$ cat config.mk
export PLATFORM = sky130hd
export DESIGN_NAME = i2c_gpio_expander_8bit
export DESIGN_NICKNAME = d
export VERILOG_FILES = /design/src/hw/gpio_exp_pkg.sv /design/src/hw/i2c_evt_if.sv /design/src/hw/i2c_gpio_expander_8bit.sv /design/src/hw/i2c_line_monitor.sv
export VERILOG_INCLUDE_DIRS = /design/src /design/src/hw
export SDC_FILE = /design/constraint.sdc
export NUM_CORES = 1
export LEC_CHECK = 0
export BUFFER_PORTS_ARGS = -buffer_cell sky130_fd_sc_hd__buf_2
export CELL_PAD_IN_SITES_DETAIL_PLACEMENT = 1
export CELL_PAD_IN_SITES_GLOBAL_PLACEMENT = 1
export CORE_ASPECT_RATIO = 0.7
export CORE_MARGIN = 3
export CORE_UTILIZATION = 42
export DETAILED_ROUTE_END_ITERATION = 10
export PLACE_DENSITY = 0.74
export SKIP_LAST_GASP = 1
export SYNTH_ARGS = -nofsm -noshare
export SYNTH_HDL_FRONTEND = slang
export SYNTH_SLANG_ARGS = --single-unit
$ cat constraint.sdc
create_clock -name i_sys_clk -period 1.7 [get_ports i_sys_clk]
set_input_delay 0.085 -clock i_sys_clk [delete_from_list [all_inputs] [get_ports i_sys_clk]]
set_output_delay 0.085 -clock i_sys_clk [all_outputs]
set_load 0.05 [all_outputs]
$ cat src/hw/gpio_exp_params.svh
// constants for the i2c gpio expander: address, pointers, defaults, timing
`ifndef GPIO_EXP_PARAMS_SVH
`define GPIO_EXP_PARAMS_SVH

`define ADDR_FIXED_HI 4'h7
`define PTR_INPUT 2'h0
`define PTR_OUTPUT 2'h1
`define PTR_POLARITY 2'h2
`define PTR_DIRECTION 2'h3
`define PTR_RESET 2'h0
`define OUTPUT_RESET 8'hff
`define POLARITY_RESET 8'h00
`define DIRECTION_RESET 8'hff
`define INPUT_REF_RESET 8'hff
`define BITS_PER_BYTE 4'h8
`define CLK_PERIOD_NS 10
`define ALERT_VALID_DELAY_NS 4000
`define ALERT_VALID_CYCLES (`ALERT_VALID_DELAY_NS / `CLK_PERIOD_NS)

`endif

$ cat src/hw/gpio_exp_pkg.sv
// types shared by the i2c gpio expander modules
package gpio_exp_pkg;

	typedef enum logic [3:0] {
		ST_IDLE,
		ST_ADDR,
		ST_ADDR_ACK,
		ST_CMD,
		ST_CMD_ACK,
		ST_WDATA,
		ST_WDATA_ACK,
		ST_RDATA,
		ST_RDATA_ACK,
		ST_IGNORE
	} bus_state_t;

	typedef logic [1:0] reg_ptr_t;

endpackage

$ cat src/hw/i2c_evt_if.sv
// bus line events passed from the line monitor to the expander core
`timescale 1ns/10ps
interface i2c_evt_if;
	logic scl_rise;
	logic scl_fall;
	logic start;
	logic stop;
	logic sda;

	modport det (output scl_rise, output scl_fall, output start,
		output stop, output sda);
	modport fsm (input scl_rise, input scl_fall, input start,
		input stop, input sda);
endinterface

$ cat src/hw/i2c_gpio_expander_8bit.sv
// i2c slave 8-bit gpio expander core with change alert
`timescale 1ns/10ps
`include "gpio_exp_params.svh"

// Contract
// - answer only address 0111 plus the three strap pins, 0x38 to 0x3f.
// - address byte lsb 1 means read, 0 means write.
// - acknowledge a matching address by holding sda low in ninth clock.
// - sda falling while scl high is start; restart the bus machine.
// - sda rising while scl high is stop; return to idle.
// - bytes are eight bits msb first plus an acknowledge bit.
// - sda changes only while scl low; high-phase changes are start/stop.
// - acknowledge every byte received while addressed for write.
// - master nacks the last read byte; device then releases sda.
// - transmitter releases sda before the acknowledge bit.
// - alert low while any input line differs from input register.
// - any input edge raises alert within the alert valid delay.
// - alert clears on return of inputs or at input read ack rise.
// - input change during read ack pulse may be lost or short.
// - after clearing, every further input change alerts again.
// - output-configured lines never raise the alert.
// - traffic to other slaves neither sets nor clears the alert.
// - switching output to input alerts if pin differs from register.
// - input lines have both drivers off and a weak pull-up.
// - output lines enable high or low driver from output register bit.
// - reset loads defaults, all lines inputs, bus machine idle.
// - input register value inverted where polarity bit is set.
// - first write byte is pointer: 0 input, 1 output, 2 polarity, 3 dir.
// - direction bit 1 makes input, 0 makes output.
// - pointer never increments; last written byte stays.
// - pointer holds for later reads; every read byte is same register.
module i2c_gpio_expander_8bit
	import gpio_exp_pkg::*;
#(
	parameter int WIDTH = 8
) (
	input wire logic i_sys_clk,
	input wire logic i_rst_b,
	input wire logic i_scl,
	input wire logic i_sda,
	output logic o_sda_out,
	output logic o_sda_oe,
	input wire logic i_addr_strap_bit0,
	input wire logic i_addr_strap_bit1,
	input wire logic i_addr_strap_bit2,
	input wire logic [WIDTH-1:0] i_io_lines,
	output logic [WIDTH-1:0] o_io_lines,
	output logic [WIDTH-1:0] o_io_lines_oe,
	output logic [WIDTH-1:0] o_high_side_driver,
	output logic [WIDTH-1:0] o_low_side_driver,
	output logic [WIDTH-1:0] o_pullup_en,
	output logic o_alert_n_out,
	output logic o_alert_n_oe
);

	i2c_evt_if evt ();

	i2c_line_monitor u_line_monitor (
		.i_sys_clk(i_sys_clk),
		.i_rst_b(i_rst_b),
		.i_scl(i_scl),
		.i_sda(i_sda),
		.evt(evt)
	);

	// pin synchronisers
	logic [WIDTH-1:0] io_sync1_q;
	logic [WIDTH-1:0] io_sync2_q;
	logic [2:0] strap_sync1_q;
	logic [2:0] strap_sync2_q;

	always_ff @(posedge i_sys_clk or negedge i_rst_b) begin
		if (!i_rst_b) begin
			io_sync1_q <= '1;
			io_sync2_q <= '1;
			strap_sync1_q <= 3'h0;
			strap_sync2_q <= 3'h0;
		end else begin
			io_sync1_q <= i_io_lines;
			io_sync2_q <= io_sync1_q;
			strap_sync1_q <= {i_addr_strap_bit2, i_addr_strap_bit1,
				i_addr_strap_bit0};
			strap_sync2_q <= strap_sync1_q;
		end
	end

	// bus state and registers
	bus_state_t state_q;
	bus_state_t state_d;
	logic [3:0] bit_cnt_q;
	logic [3:0] bit_cnt_d;
	logic [7:0] shift_q;
	logic [7:0] shift_d;
	logic sda_oe_q;
	logic sda_oe_d;
	logic nack_q;
	logic nack_d;
	reg_ptr_t ptr_q;
	reg_ptr_t ptr_d;
	logic [WIDTH-1:0] out_q;
	logic [WIDTH-1:0] out_d;
	logic [WIDTH-1:0] pol_q;
	logic [WIDTH-1:0] pol_d;
	logic [WIDTH-1:0] dir_q;
	logic [WIDTH-1:0] dir_d;
	logic [WIDTH-1:0] in_ref_q;
	logic [WIDTH-1:0] in_ref_d;
	logic [1:0] prime_q;
	logic [1:0] prime_d;
	logic alert_q;
	logic alert_d;
	logic [7:0] rdata;
	logic addr_match;
	logic byte_done;

	assign addr_match = (shift_q[7:1] == {`ADDR_FIXED_HI, strap_sync2_q});
	assign byte_done = (bit_cnt_q == `BITS_PER_BYTE);

	always_comb begin
		rdata = 8'h00;
		unique case (ptr_q)
			`PTR_INPUT: begin
				rdata[WIDTH-1:0] = io_sync2_q ^ pol_q;
			end
			`PTR_OUTPUT: begin
				rdata[WIDTH-1:0] = out_q;
			end
			`PTR_POLARITY: begin
				rdata[WIDTH-1:0] = pol_q;
			end
			`PTR_DIRECTION: begin
				rdata[WIDTH-1:0] = dir_q;
			end
		endcase
	end

	always_comb begin
		state_d = state_q;
		bit_cnt_d = bit_cnt_q;
		shift_d = shift_q;
		sda_oe_d = sda_oe_q;
		nack_d = nack_q;
		ptr_d = ptr_q;
		out_d = out_q;
		pol_d = pol_q;
		dir_d = dir_q;
		in_ref_d = in_ref_q;
		prime_d = prime_q;
		// initial reference once synchronisers hold real pin levels
		if (prime_q != 2'h3) begin
			prime_d = prime_q + 2'h1;
			if (prime_q == 2'h2) begin
				in_ref_d = io_sync2_q;
			end
		end
		if (evt.start) begin
			// restart on start or repeated start
			state_d = ST_ADDR;
			bit_cnt_d = 4'h0;
			sda_oe_d = 1'b0;
		end else if (evt.stop) begin
			state_d = ST_IDLE;
			sda_oe_d = 1'b0;
		end else begin
			unique case (state_q)
				ST_IDLE, ST_IGNORE: begin
					sda_oe_d = 1'b0;
				end
				ST_ADDR, ST_CMD, ST_WDATA: begin
					// sample data on scl rise only
					if (evt.scl_rise && !byte_done) begin
						shift_d = {shift_q[6:0], evt.sda};
						bit_cnt_d = bit_cnt_q + 4'h1;
					end
					if (evt.scl_fall && byte_done) begin
						bit_cnt_d = 4'h0;
						sda_oe_d = 1'b1;
						if (state_q == ST_ADDR) begin
							if (addr_match) begin
								state_d = ST_ADDR_ACK;
							end else begin
								state_d = ST_IGNORE;
								sda_oe_d = 1'b0;
							end
						end else if (state_q == ST_CMD) begin
							// pointer stored from its low two bits, no increment
							ptr_d = shift_q[1:0];
							state_d = ST_CMD_ACK;
						end else begin
							// acknowledge data byte and store it, except with the input pointer
							state_d = ST_WDATA_ACK;
							unique case (ptr_q)
								`PTR_INPUT: begin
								end
								`PTR_OUTPUT: begin
									out_d = shift_q[WIDTH-1:0];
								end
								`PTR_POLARITY: begin
									pol_d = shift_q[WIDTH-1:0];
								end
								`PTR_DIRECTION: begin
									dir_d = shift_q[WIDTH-1:0];
								end
							endcase
						end
					end
				end
				ST_ADDR_ACK: begin
					if (evt.scl_fall) begin
						if (shift_q[0]) begin
							state_d = ST_RDATA;
							shift_d = rdata;
							sda_oe_d = ~rdata[7];
						end else begin
							state_d = ST_CMD;
							sda_oe_d = 1'b0;
						end
					end
				end
				ST_CMD_ACK, ST_WDATA_ACK: begin
					if (evt.scl_fall) begin
						state_d = ST_WDATA;
						sda_oe_d = 1'b0;
					end
				end
				ST_RDATA: begin
					if (evt.scl_rise) begin
						bit_cnt_d = bit_cnt_q + 4'h1;
					end
					if (evt.scl_fall) begin
						if (byte_done) begin
							state_d = ST_RDATA_ACK;
							bit_cnt_d = 4'h0;
							sda_oe_d = 1'b0;
						end else begin
							shift_d = {shift_q[6:0], 1'b0};
							sda_oe_d = ~shift_q[6];
						end
					end
				end
				ST_RDATA_ACK: begin
					if (evt.scl_rise) begin
						nack_d = evt.sda;
						if (ptr_q == `PTR_INPUT) begin
							// read clears alert at ack rise
							// change before this rise is absorbed, a later one alerts
							in_ref_d = io_sync2_q;
						end
					end
					if (evt.scl_fall) begin
						// nack_q was taken at the rise of this pulse
						if (nack_q) begin
							state_d = ST_IGNORE;
							sda_oe_d = 1'b0;
						end else begin
							state_d = ST_RDATA;
							shift_d = rdata;
							sda_oe_d = ~rdata[7];
						end
					end
				end
				// upset state codes fall back to idle, bus released
				default: begin
					state_d = ST_IDLE;
					sda_oe_d = 1'b0;
				end
			endcase
		end
		// pure compare, so a set and a clear never meet in one cycle
		// compare inputs against reference
		alert_d = |((io_sync2_q ^ in_ref_q) & dir_q);
	end

	always_ff @(posedge i_sys_clk or negedge i_rst_b) begin
		if (!i_rst_b) begin
			state_q <= ST_IDLE;
			bit_cnt_q <= 4'h0;
			shift_q <= 8'h00;
			sda_oe_q <= 1'b0;
			nack_q <= 1'b0;
			ptr_q <= `PTR_RESET;
			out_q <= `OUTPUT_RESET;
			pol_q <= `POLARITY_RESET;
			dir_q <= `DIRECTION_RESET;
			in_ref_q <= `INPUT_REF_RESET;
			prime_q <= 2'h0;
			alert_q <= 1'b0;
		end else begin
			state_q <= state_d;
			bit_cnt_q <= bit_cnt_d;
			shift_q <= shift_d;
			sda_oe_q <= sda_oe_d;
			nack_q <= nack_d;
			ptr_q <= ptr_d;
			out_q <= out_d;
			pol_q <= pol_d;
			dir_q <= dir_d;
			in_ref_q <= in_ref_d;
			prime_q <= prime_d;
			alert_q <= alert_d;
		end
	end

	// open-drain sda: only ever pulls low
	assign o_sda_out = 1'b0;
	assign o_sda_oe = sda_oe_q;

	// alert lags an input edge by three clocks
	assign o_alert_n_out = 1'b0;
	assign o_alert_n_oe = alert_q;

	// direction 0 drives, 1 is input
	assign o_io_lines = out_q;
	assign o_io_lines_oe = ~dir_q;
	assign o_high_side_driver = ~dir_q & out_q;
	assign o_low_side_driver = ~dir_q & ~out_q;
	assign o_pullup_en = dir_q;

endmodule

$ cat src/hw/i2c_line_monitor.sv
// synchronises scl and sda and reports edges, start and stop
`timescale 1ns/10ps
module i2c_line_monitor (
	input wire logic i_sys_clk,
	input wire logic i_rst_b,
	input wire logic i_scl,
	input wire logic i_sda,
	i2c_evt_if.det evt
);

	logic [1:0] scl_sync_q;
	logic [1:0] scl_sync_d;
	logic [1:0] sda_sync_q;
	logic [1:0] sda_sync_d;
	logic scl_prev_q;
	logic scl_prev_d;
	logic sda_prev_q;
	logic sda_prev_d;

	always_comb begin
		scl_sync_d = {scl_sync_q[0], i_scl};
		sda_sync_d = {sda_sync_q[0], i_sda};
		scl_prev_d = scl_sync_q[1];
		sda_prev_d = sda_sync_q[1];
	end

	always_ff @(posedge i_sys_clk or negedge i_rst_b) begin
		if (!i_rst_b) begin
			scl_sync_q <= 2'h3;
			sda_sync_q <= 2'h3;
			scl_prev_q <= 1'b1;
			sda_prev_q <= 1'b1;
		end else begin
			scl_sync_q <= scl_sync_d;
			sda_sync_q <= sda_sync_d;
			scl_prev_q <= scl_prev_d;
			sda_prev_q <= sda_prev_d;
		end
	end

	assign evt.scl_rise = scl_sync_q[1] & ~scl_prev_q;
	assign evt.scl_fall = ~scl_sync_q[1] & scl_prev_q;
	assign evt.start = scl_sync_q[1] & scl_prev_q & sda_prev_q
		& ~sda_sync_q[1];
	assign evt.stop = scl_sync_q[1] & scl_prev_q & ~sda_prev_q
		& sda_sync_q[1];
	assign evt.sda = sda_sync_q[1];

endmodule

==> results.tsv, run 1 <==
metric	value	unit
status	complete, but fails checks	
failing checks	setup timing	
Fin Hold WS	0.237	ns
fin area	5840	sq um
Crit Path Class	reg2reg	
IO Port Bufs	56	
dominant cells by area after synthesis	dfstp_2 (29%), dfrtp_1 (22%), mux2_1 (8.5%)	
ant diodes	0	
number of DRC markers in iteration 0	247	
synthesis-stage register bit count	83	
drt total wl	13.3	mm
Post-synth top flop	dfstp_2	
Least-Margin Pin Slew	0.518	ns
drt pass-1 iters	4	
Yosys Warn Count	0	
critical path capture point type	flop	
Area after DPL	5050	sq um
syn avg cell area	12.0	sq um
Tmin final	1.88	ns
Bufs on Longest Clock Path	2	
Post-Synthesis Cells	353	
P per Cell Area	1450	nW/um^2
pre-CTS setup slack	-0.211	ns
setup TNS	-6.16	ns
Leakage	0.00276	uW
DRT antenna net count	0	
Slew Viols, Final	0	
Slew HR	0.655	
Post-route DRC	0	
most frequent CP cell	nand3b_4	
initial antenna violation count	0	
Post-DP HPWL	8.26	mm
Hold Crit Class	in2async	
post-route setup slack	-0.177	ns
setup violators final	49	
largest net degree at the start of global routing	50	
GR Overflow Total	0	
via count	3380	
Final Hold Vio Count	0	
Reg clk slew, reported paths	0.06	ns
GP Congestion	0.830	
I/O pin cnt	59	
cell family with the largest share of critical-path delay	simple AND/OR/NAND/NOR gates	
Yosys top cell area share	0.286	
Fillers	996	
TritonCTS clock tree	done	
Worst Path Required	1.92	ns
Post-synth EDFFs	0	
synth unique cells	68	
Layout Skew	0.00778	ns
R2R Setup Slk	-0.18	ns
Seq/Total Area, Yosys	0.506	
CP max stage delay	0.45	ns
Max VDD drop	0.747	mV
Area Overhead vs Synth	38.4	%
Die ar.	11300	sq um
synthesized area	4220	sq um
vias per cell	5.51	
NumNets Final	503	
DIE WIDTH	126	um
clk root buf	clkbuf_16	
most instantiated cells after synthesis	dfstp_2 (46), dfrtp_1 (37), mux2_1 (32)	
maxcap violations	0	
number of global-route vias before repair	3576	
Buf+Inv Stages, Crit Path	1	
Rows	29	
f_max	533	MHz
later-pin clock latency in the skew report	0.34	ns
worst-path cell chain	and2b_4 -> nand3b_4 -> nor3_4 -> buf_6 -> nand3b_4 -> mux2_4	
Max H-tree Level	3	
fraction of registers with async set or reset after synthesis	1.00	
Yosys top cell by area	dfstp_2	
share of layout cells above drive strength 1	0.548	
initial core utilization	0.447	
arrival time at the worst endpoint	2.10	ns
part of the cycle the worst path needs	1.10	
total core area	9430	sq um
Num CTS Buffers	9	
Crit-path slowest cell	dfrtp_1	
Worst setup SP type	flop	
unrepaired setup endpoints after global routing	true	
GRT Overall Usage	0.231	
clk sink count	83	
count leader, synth	dfstp_2	
Finished Layout Cells	613	
Crit Path Max Fanout	8	
first-pass GRT wire length	20.4	mm
WL/cell	21.7	um
Die Ht	89.9	um
cell count after placement	571	
## cell usage in the layout, fill, tap and decap left out, drive strengths merged, types with 5 or more instances in the layout
| cell type | netlist | routed |
|---|---|---|
| mux2 | 50 | 50 |
| xnor2 | 18 | 18 |
| nor2 | 19 | 19 |
| o22ai | 6 | 6 |
| dfrtp | 37 | 37 |
| dfstp | 46 | 46 |
| nor2b | 18 | 18 |
| nand3 | 6 | 6 |
| buf | 12 | 119 |
| nor3 | 5 | 5 |
| inv | 14 | 17 |
| nand2 | 20 | 20 |
| o21ai | 25 | 25 |
| a22o | 8 | 8 |
| dlygate4sd3 | 0 | 14 |
| a21oi | 11 | 11 |
| clkbuf | 2 | 12 |
## stage by stage
step	total power [uW]	utilization
6_report	8490	0.619
5_1_grt	8940	0.619
4_1_cts	7970	0.602
3_5_place_dp	5770	0.535
3_3_place_gp	5620	0.535
2_1_floorplan	4620	-
## final timing paths
check / end / depth (start not counted) / startpoint
worst min register to register: strap_sync2_q[0] / 0 / strap_sync1_q[0]
worst min-delay path: prime_q[0] / 2 / i_rst_b
worst max register to register: pol_q[6] / 6 / state_q[3]
min in group i_sys_clk: strap_sync2_q[0] / 0 / strap_sync1_q[0]
worst max-delay path: pol_q[6] / 6 / state_q[3]
max in group asynchronous: o_io_lines[7] / 3 / i_rst_b
## kinds of logic (layout without fill, tap and decap cells)
group / after synthesis / in the layout / share of synthesized area
AND/OR/NAND/NOR: 96 / 96 / 0.152
flip-flops: 83 / 83 / 0.506
AO/OA/AOI/OAI: 70 / 70 / 0.115
multiplexers: 50 / 50 / 0.140
buffers and inverters: 28 / 163 / 0.0314
XOR/XNOR: 21 / 21 / 0.0436
adder cells (fa/ha/maj): 4 / 4 / 0.0119
other: 1 / 2 / 0.000888
## timing repair
action / in CTS / in global routing
resized for setup: 42 / 26
hold buffers: 14 / 0
pin swaps: 7 / 12
setup endpoints to repair: 51 / 51
endpoints found under the hold margin: 22 / 0
setup buffers: 5 / 7
## sequential cells by signal, indices dropped and copies added, names as in the netlist, 4 cells and up
name and cells:
state_q 4, o_io_lines 8, bit_cnt_q 4, io_sync2_q 8, o_pullup_en 8, pol_q 8, in_ref_q 8, io_sync1_q 8
shift_q 8
## layer usage
metal | vias up | part of all wire | wire [um] | GRT usage
met5 | - | 0 | 0 | 0
met4 | 0 | 0.017 | 225 | 0.0643
met3 | 22 | 0.045 | 604 | 0.0498
met2 | 73 | 0.49 | 6460 | 0.368
met1 | 1769 | 0.45 | 6000 | 0.320
li1 | 1516 | - | - | -
## where the power goes
group	internal, uW	switching (uW)	total, uW
Clock	1030	785	1820
Sequential	2420	376	2790
Combinational	1990	1890	3880
Total	5430	3060	8490
## layout make-up
| type | instances | area, sq um | share of cell area |
|---|---|---|---|
| clock buffer | 12 | 246 | 0.0422 |
| clock inverter | 4 | 23.8 | 0.00407 |
| inverter | 14 | 52.6 | 0.00900 |
| multi-input combinational | 243 | 2210 | 0.379 |
| sequential | 83 | 2140 | 0.366 |
| tap | 124 | 155 | 0.0266 |
| timing repair buffer | 133 | 1010 | 0.173 |
Note: power is estimated with default switching activity, not from simulation.
==> run 2, diff against run 1 <==
- CORE_UTILIZATION: 42 -> 41
- CTS_CLUSTER_SIZE: not set -> 8
- PLACE_DENSITY: 0.74 -> 0.73
- SYNTH_HIERARCHICAL: not set -> 1
==> run 2 against run 1 <==
  * The run still ends with setup timing left
  * Total power fell by 0.83%
  * Sequential power is 2% lower
  * Combinational power decreased by 8.2%
  * Non-clock buffer count grew 21
  * Die area fell by 0.71%
  * Via count up 3.7%
  * Final area increased by 5.3%
  * Clock skew increased by 0.0046 ns
  * Critical path type unchanged
  * Largest cell class unchanged
==> results.tsv, run 2 <==
metric	value	unit	change
status	complete, but fails checks		unchanged
failing checks	setup timing		unchanged
total core area	9400	sq um	was 9430 sq um
DRT antenna net count	0		unchanged
clk sink count	83		unchanged
Post-synth EDFFs	0		unchanged
Slew Viols, Final	0		unchanged
fin area	6150	sq um	was 5840 sq um
post-route setup slack	-0.422	ns	was -0.177 ns
WL/cell	23.7	um	was 21.7 um
first-pass GRT wire length	21.0	mm	was 20.4 mm
Seq/Total Area, Yosys	0.522		was 0.506
worst-path cell chain	and4b_2 -> nor2_4 -> buf_6 -> and3_4 -> nand2_4 -> nor2_4 -> buf_12 -> mux2_4		was and2b_4 -> nand3b_4 -> nor3_4 -> buf_6 -> nand3b_4 -> mux2_4
clk root buf	clkbuf_16		unchanged
NumNets Final	522		was 503
count leader, synth	mux2_2		was dfstp_2
most instantiated cells after synthesis	mux2_2 (51), dfstp_2 (46), dfrtp_1 (37)		was dfstp_2 (46), dfrtp_1 (37), mux2_1 (32)
Final Util	0.654		was 0.619
critical path capture point type	flop		unchanged
drt total wl	15.0	mm	was 13.3 mm
Reg clk slew, reported paths	0.06	ns	about the same
Num CTS Buffers	9		unchanged
Yosys top cell area share	0.296		was 0.286
TritonCTS clock tree	done		unchanged
Fillers	948		was 996
cell count after placement	582		was 571
Area Overhead vs Synth	50.4	%	was 38.4%
Post-DP HPWL	8.75	mm	was 8.26 mm
Rows	29		unchanged
DIE WIDTH	125	um	was 126 um
synthesis-stage register bit count	83		unchanged
drt pass-1 iters	4		unchanged
R2R Setup Slk	-0.42	ns	was -0.18 ns
synthesized area	4090	sq um	was 4220 sq um
Final Hold Vio Count	0		unchanged
most frequent cells in the layout	buf_4 (62), buf_2 (55), dfstp_2 (46), mux2_4 (35), dfrtp_1 (33)		was buf_2 (55), buf_4 (49), dfstp_2 (46), dfrtp_1 (34), mux2_4 (31)
Leakage	0.00280	uW	was 0.00276 uW
Area after DPL	5050	sq um	about the same
arrival time at the worst endpoint	2.34	ns	was 2.10 ns
Worst setup SP type	flop		unchanged
number of global-route vias before repair	3685		was 3576
Hold Crit Class	in2async		unchanged
Post-route DRC	0		unchanged
R2R Path Start	u_line_monitor/sda_prev_q		was state_q[3]
Die ar.	11200	sq um	was 11300 sq um
GP Congestion	0.904		was 0.830
vias per cell	5.54		was 5.51
P per Cell Area	1370	nW/um^2	was 1450 nW/um^2
most frequent CP cell	nor2_4		was nand3b_4
initial core utilization	0.435		was 0.447
dominant cells by area after synthesis	dfstp_2 (30%), dfrtp_1 (23%), mux2_2 (14%)		was dfstp_2 (29%), dfrtp_1 (22%), mux2_1 (8.5%)
most common cell after layout, fill and taps aside	buf_4		was buf_2
Yosys top cell by area	dfstp_2		unchanged
I/O pin cnt	59		unchanged
setup violators final	50		was 49
worst-case reg-to-reg path depth	8		was 6
Worst Path Required	1.92	ns	about the same
part of the cycle the worst path needs	1.25		was 1.10
Yosys Warn Count	6		was 0
number of DRC markers in iteration 0	207		was 247
synth unique cells	62		was 68
Post-synth top flop	dfstp_2		unchanged
Tmin final	2.12	ns	was 1.88 ns
Post-Synthesis Cells	352		was 353
GRT Overall Usage	0.245		was 0.231
f_max	471	MHz	was 533 MHz
via count	3504		was 3380
Layout Skew	0.0124	ns	was 0.00778 ns
GR Overflow Total	0		unchanged
CP max stage delay	0.54	ns	was 0.45 ns
Finished Layout Cells	632		was 613
Die Ht	89.6	um	was 89.9 um
Bufs on Longest Clock Path	2		unchanged
Crit Path Class	reg2reg		unchanged
ant diodes	0		unchanged
later-pin clock latency in the skew report	0.34	ns	about the same
syn avg cell area	11.6	sq um	was 12.0 sq um
Buf+Inv Stages, Crit Path	2		was 1
largest net degree at the start of global routing	52		was 50
Max H-tree Level	3		unchanged
share of layout cells above drive strength 1	0.606		was 0.548
Fin Hold WS	0.235	ns	was 0.237 ns
IO Port Bufs	56		unchanged
cell family with the largest share of critical-path delay	simple AND/OR/NAND/NOR gates		unchanged
maxcap violations	0		unchanged
RR Endpoint	pol_q[1]		was pol_q[6]
unrepaired setup endpoints after global routing	true		unchanged
Crit-path slowest cell	dfstp_2		was dfrtp_1
initial antenna violation count	0		unchanged
fraction of registers with async set or reset after synthesis	1.00		unchanged
Crit Path Max Fanout	8		unchanged
Max VDD drop	0.699	mV	was 0.747 mV
## run 2: cell types whose count changed after synthesis, moves of 4 or more
cell / before / now
a31oi_1: 1 / 5
a21oi_1: 10 / 2
clkbuf_1: 1 / 8
o21ai_1: 4 / 0
mux2_1: 32 / 0
mux2_2: 11 / 51
mux2_4: 7 / 0
## run 2: metal layers
layer / wire length (um) / GRT usage / vias to the layer above
met2: 7330 / 0.407 / 133
met3: 1120 / 0.0454 / 22
met4: 227 / 0.0610 / 0
met1: 6320 / 0.339 / 1806
met5: 0 / 0 / -
li1: - / - / 1543
## run 2: final cells by class
| class | instances | area (sq um) | area share |
|---|---|---|---|
| clock inverters | 4 | 53.8 | 0.00875 |
| repair buffers | 154 | 1180 | 0.192 |
| multi-input cells | 240 | 2290 | 0.373 |
| clock buffers | 12 | 268 | 0.0435 |
| well taps | 124 | 155 | 0.0252 |
| inverters | 15 | 56.3 | 0.00916 |
| flip-flops and latches | 83 | 2140 | 0.348 |
## run 2: repair_timing
item,in CTS,in global routing
pin swaps,15,22
hold buffers,14,0
resized for setup,60,52
setup buffers,10,12
setup endpoints to repair,50,52
endpoints found under the hold margin,28,0
## run 2: cells by family (layout without fill, tap and decap cells)
group	Yosys count	after routing	synth area share
xor+xnor	20	20	0.0428
buf+inv	30	185	0.0315
fa+ha+maj	4	4	0.0122
other cells	1	2	0.000917
compound gates	63	63	0.110
flops	83	83	0.522
simple gates	98	98	0.135
mux	53	53	0.145
## run 2: worst max-delay path by stage
stage | start | to | slack [ns] | cells after the start
detailed placement | u_line_monitor/sda_sync_q[1] | shift_q[2] | -0.32 | 6
global route | u_line_monitor/sda_prev_q | pol_q[1] | -0.47 | 8
floorplan | u_line_monitor/scl_prev_q | pol_q[0] | -0.26 | 7
finish | u_line_monitor/sda_prev_q | pol_q[1] | -0.42 | 8
global placement | state_q[0] | shift_q[1] | -0.25 | 6
CTS | u_line_monitor/sda_sync_q[1] | shift_q[5] | -0.33 | 6
## run 2: power by group
group / switching, uW / leakage [uW] / internal (uW)
sequential: 322 / 0.000944 / 2410
clock: 847 / 0.000159 / 1280
combinational: 1770 / 0.00170 / 1790
## run 2: per-stage QoR
step	setup TNS [ns]	power, uW	setup slack (ns)
after floorplan	-6.76	4270	-0.263
after global placement	-7.61	5270	-0.246
after detailed placement	-10.65	5440	-0.319
after CTS	-10.47	7890	-0.334
after global routing	-20.19	8830	-0.466
final	-17.14	8420	-0.422
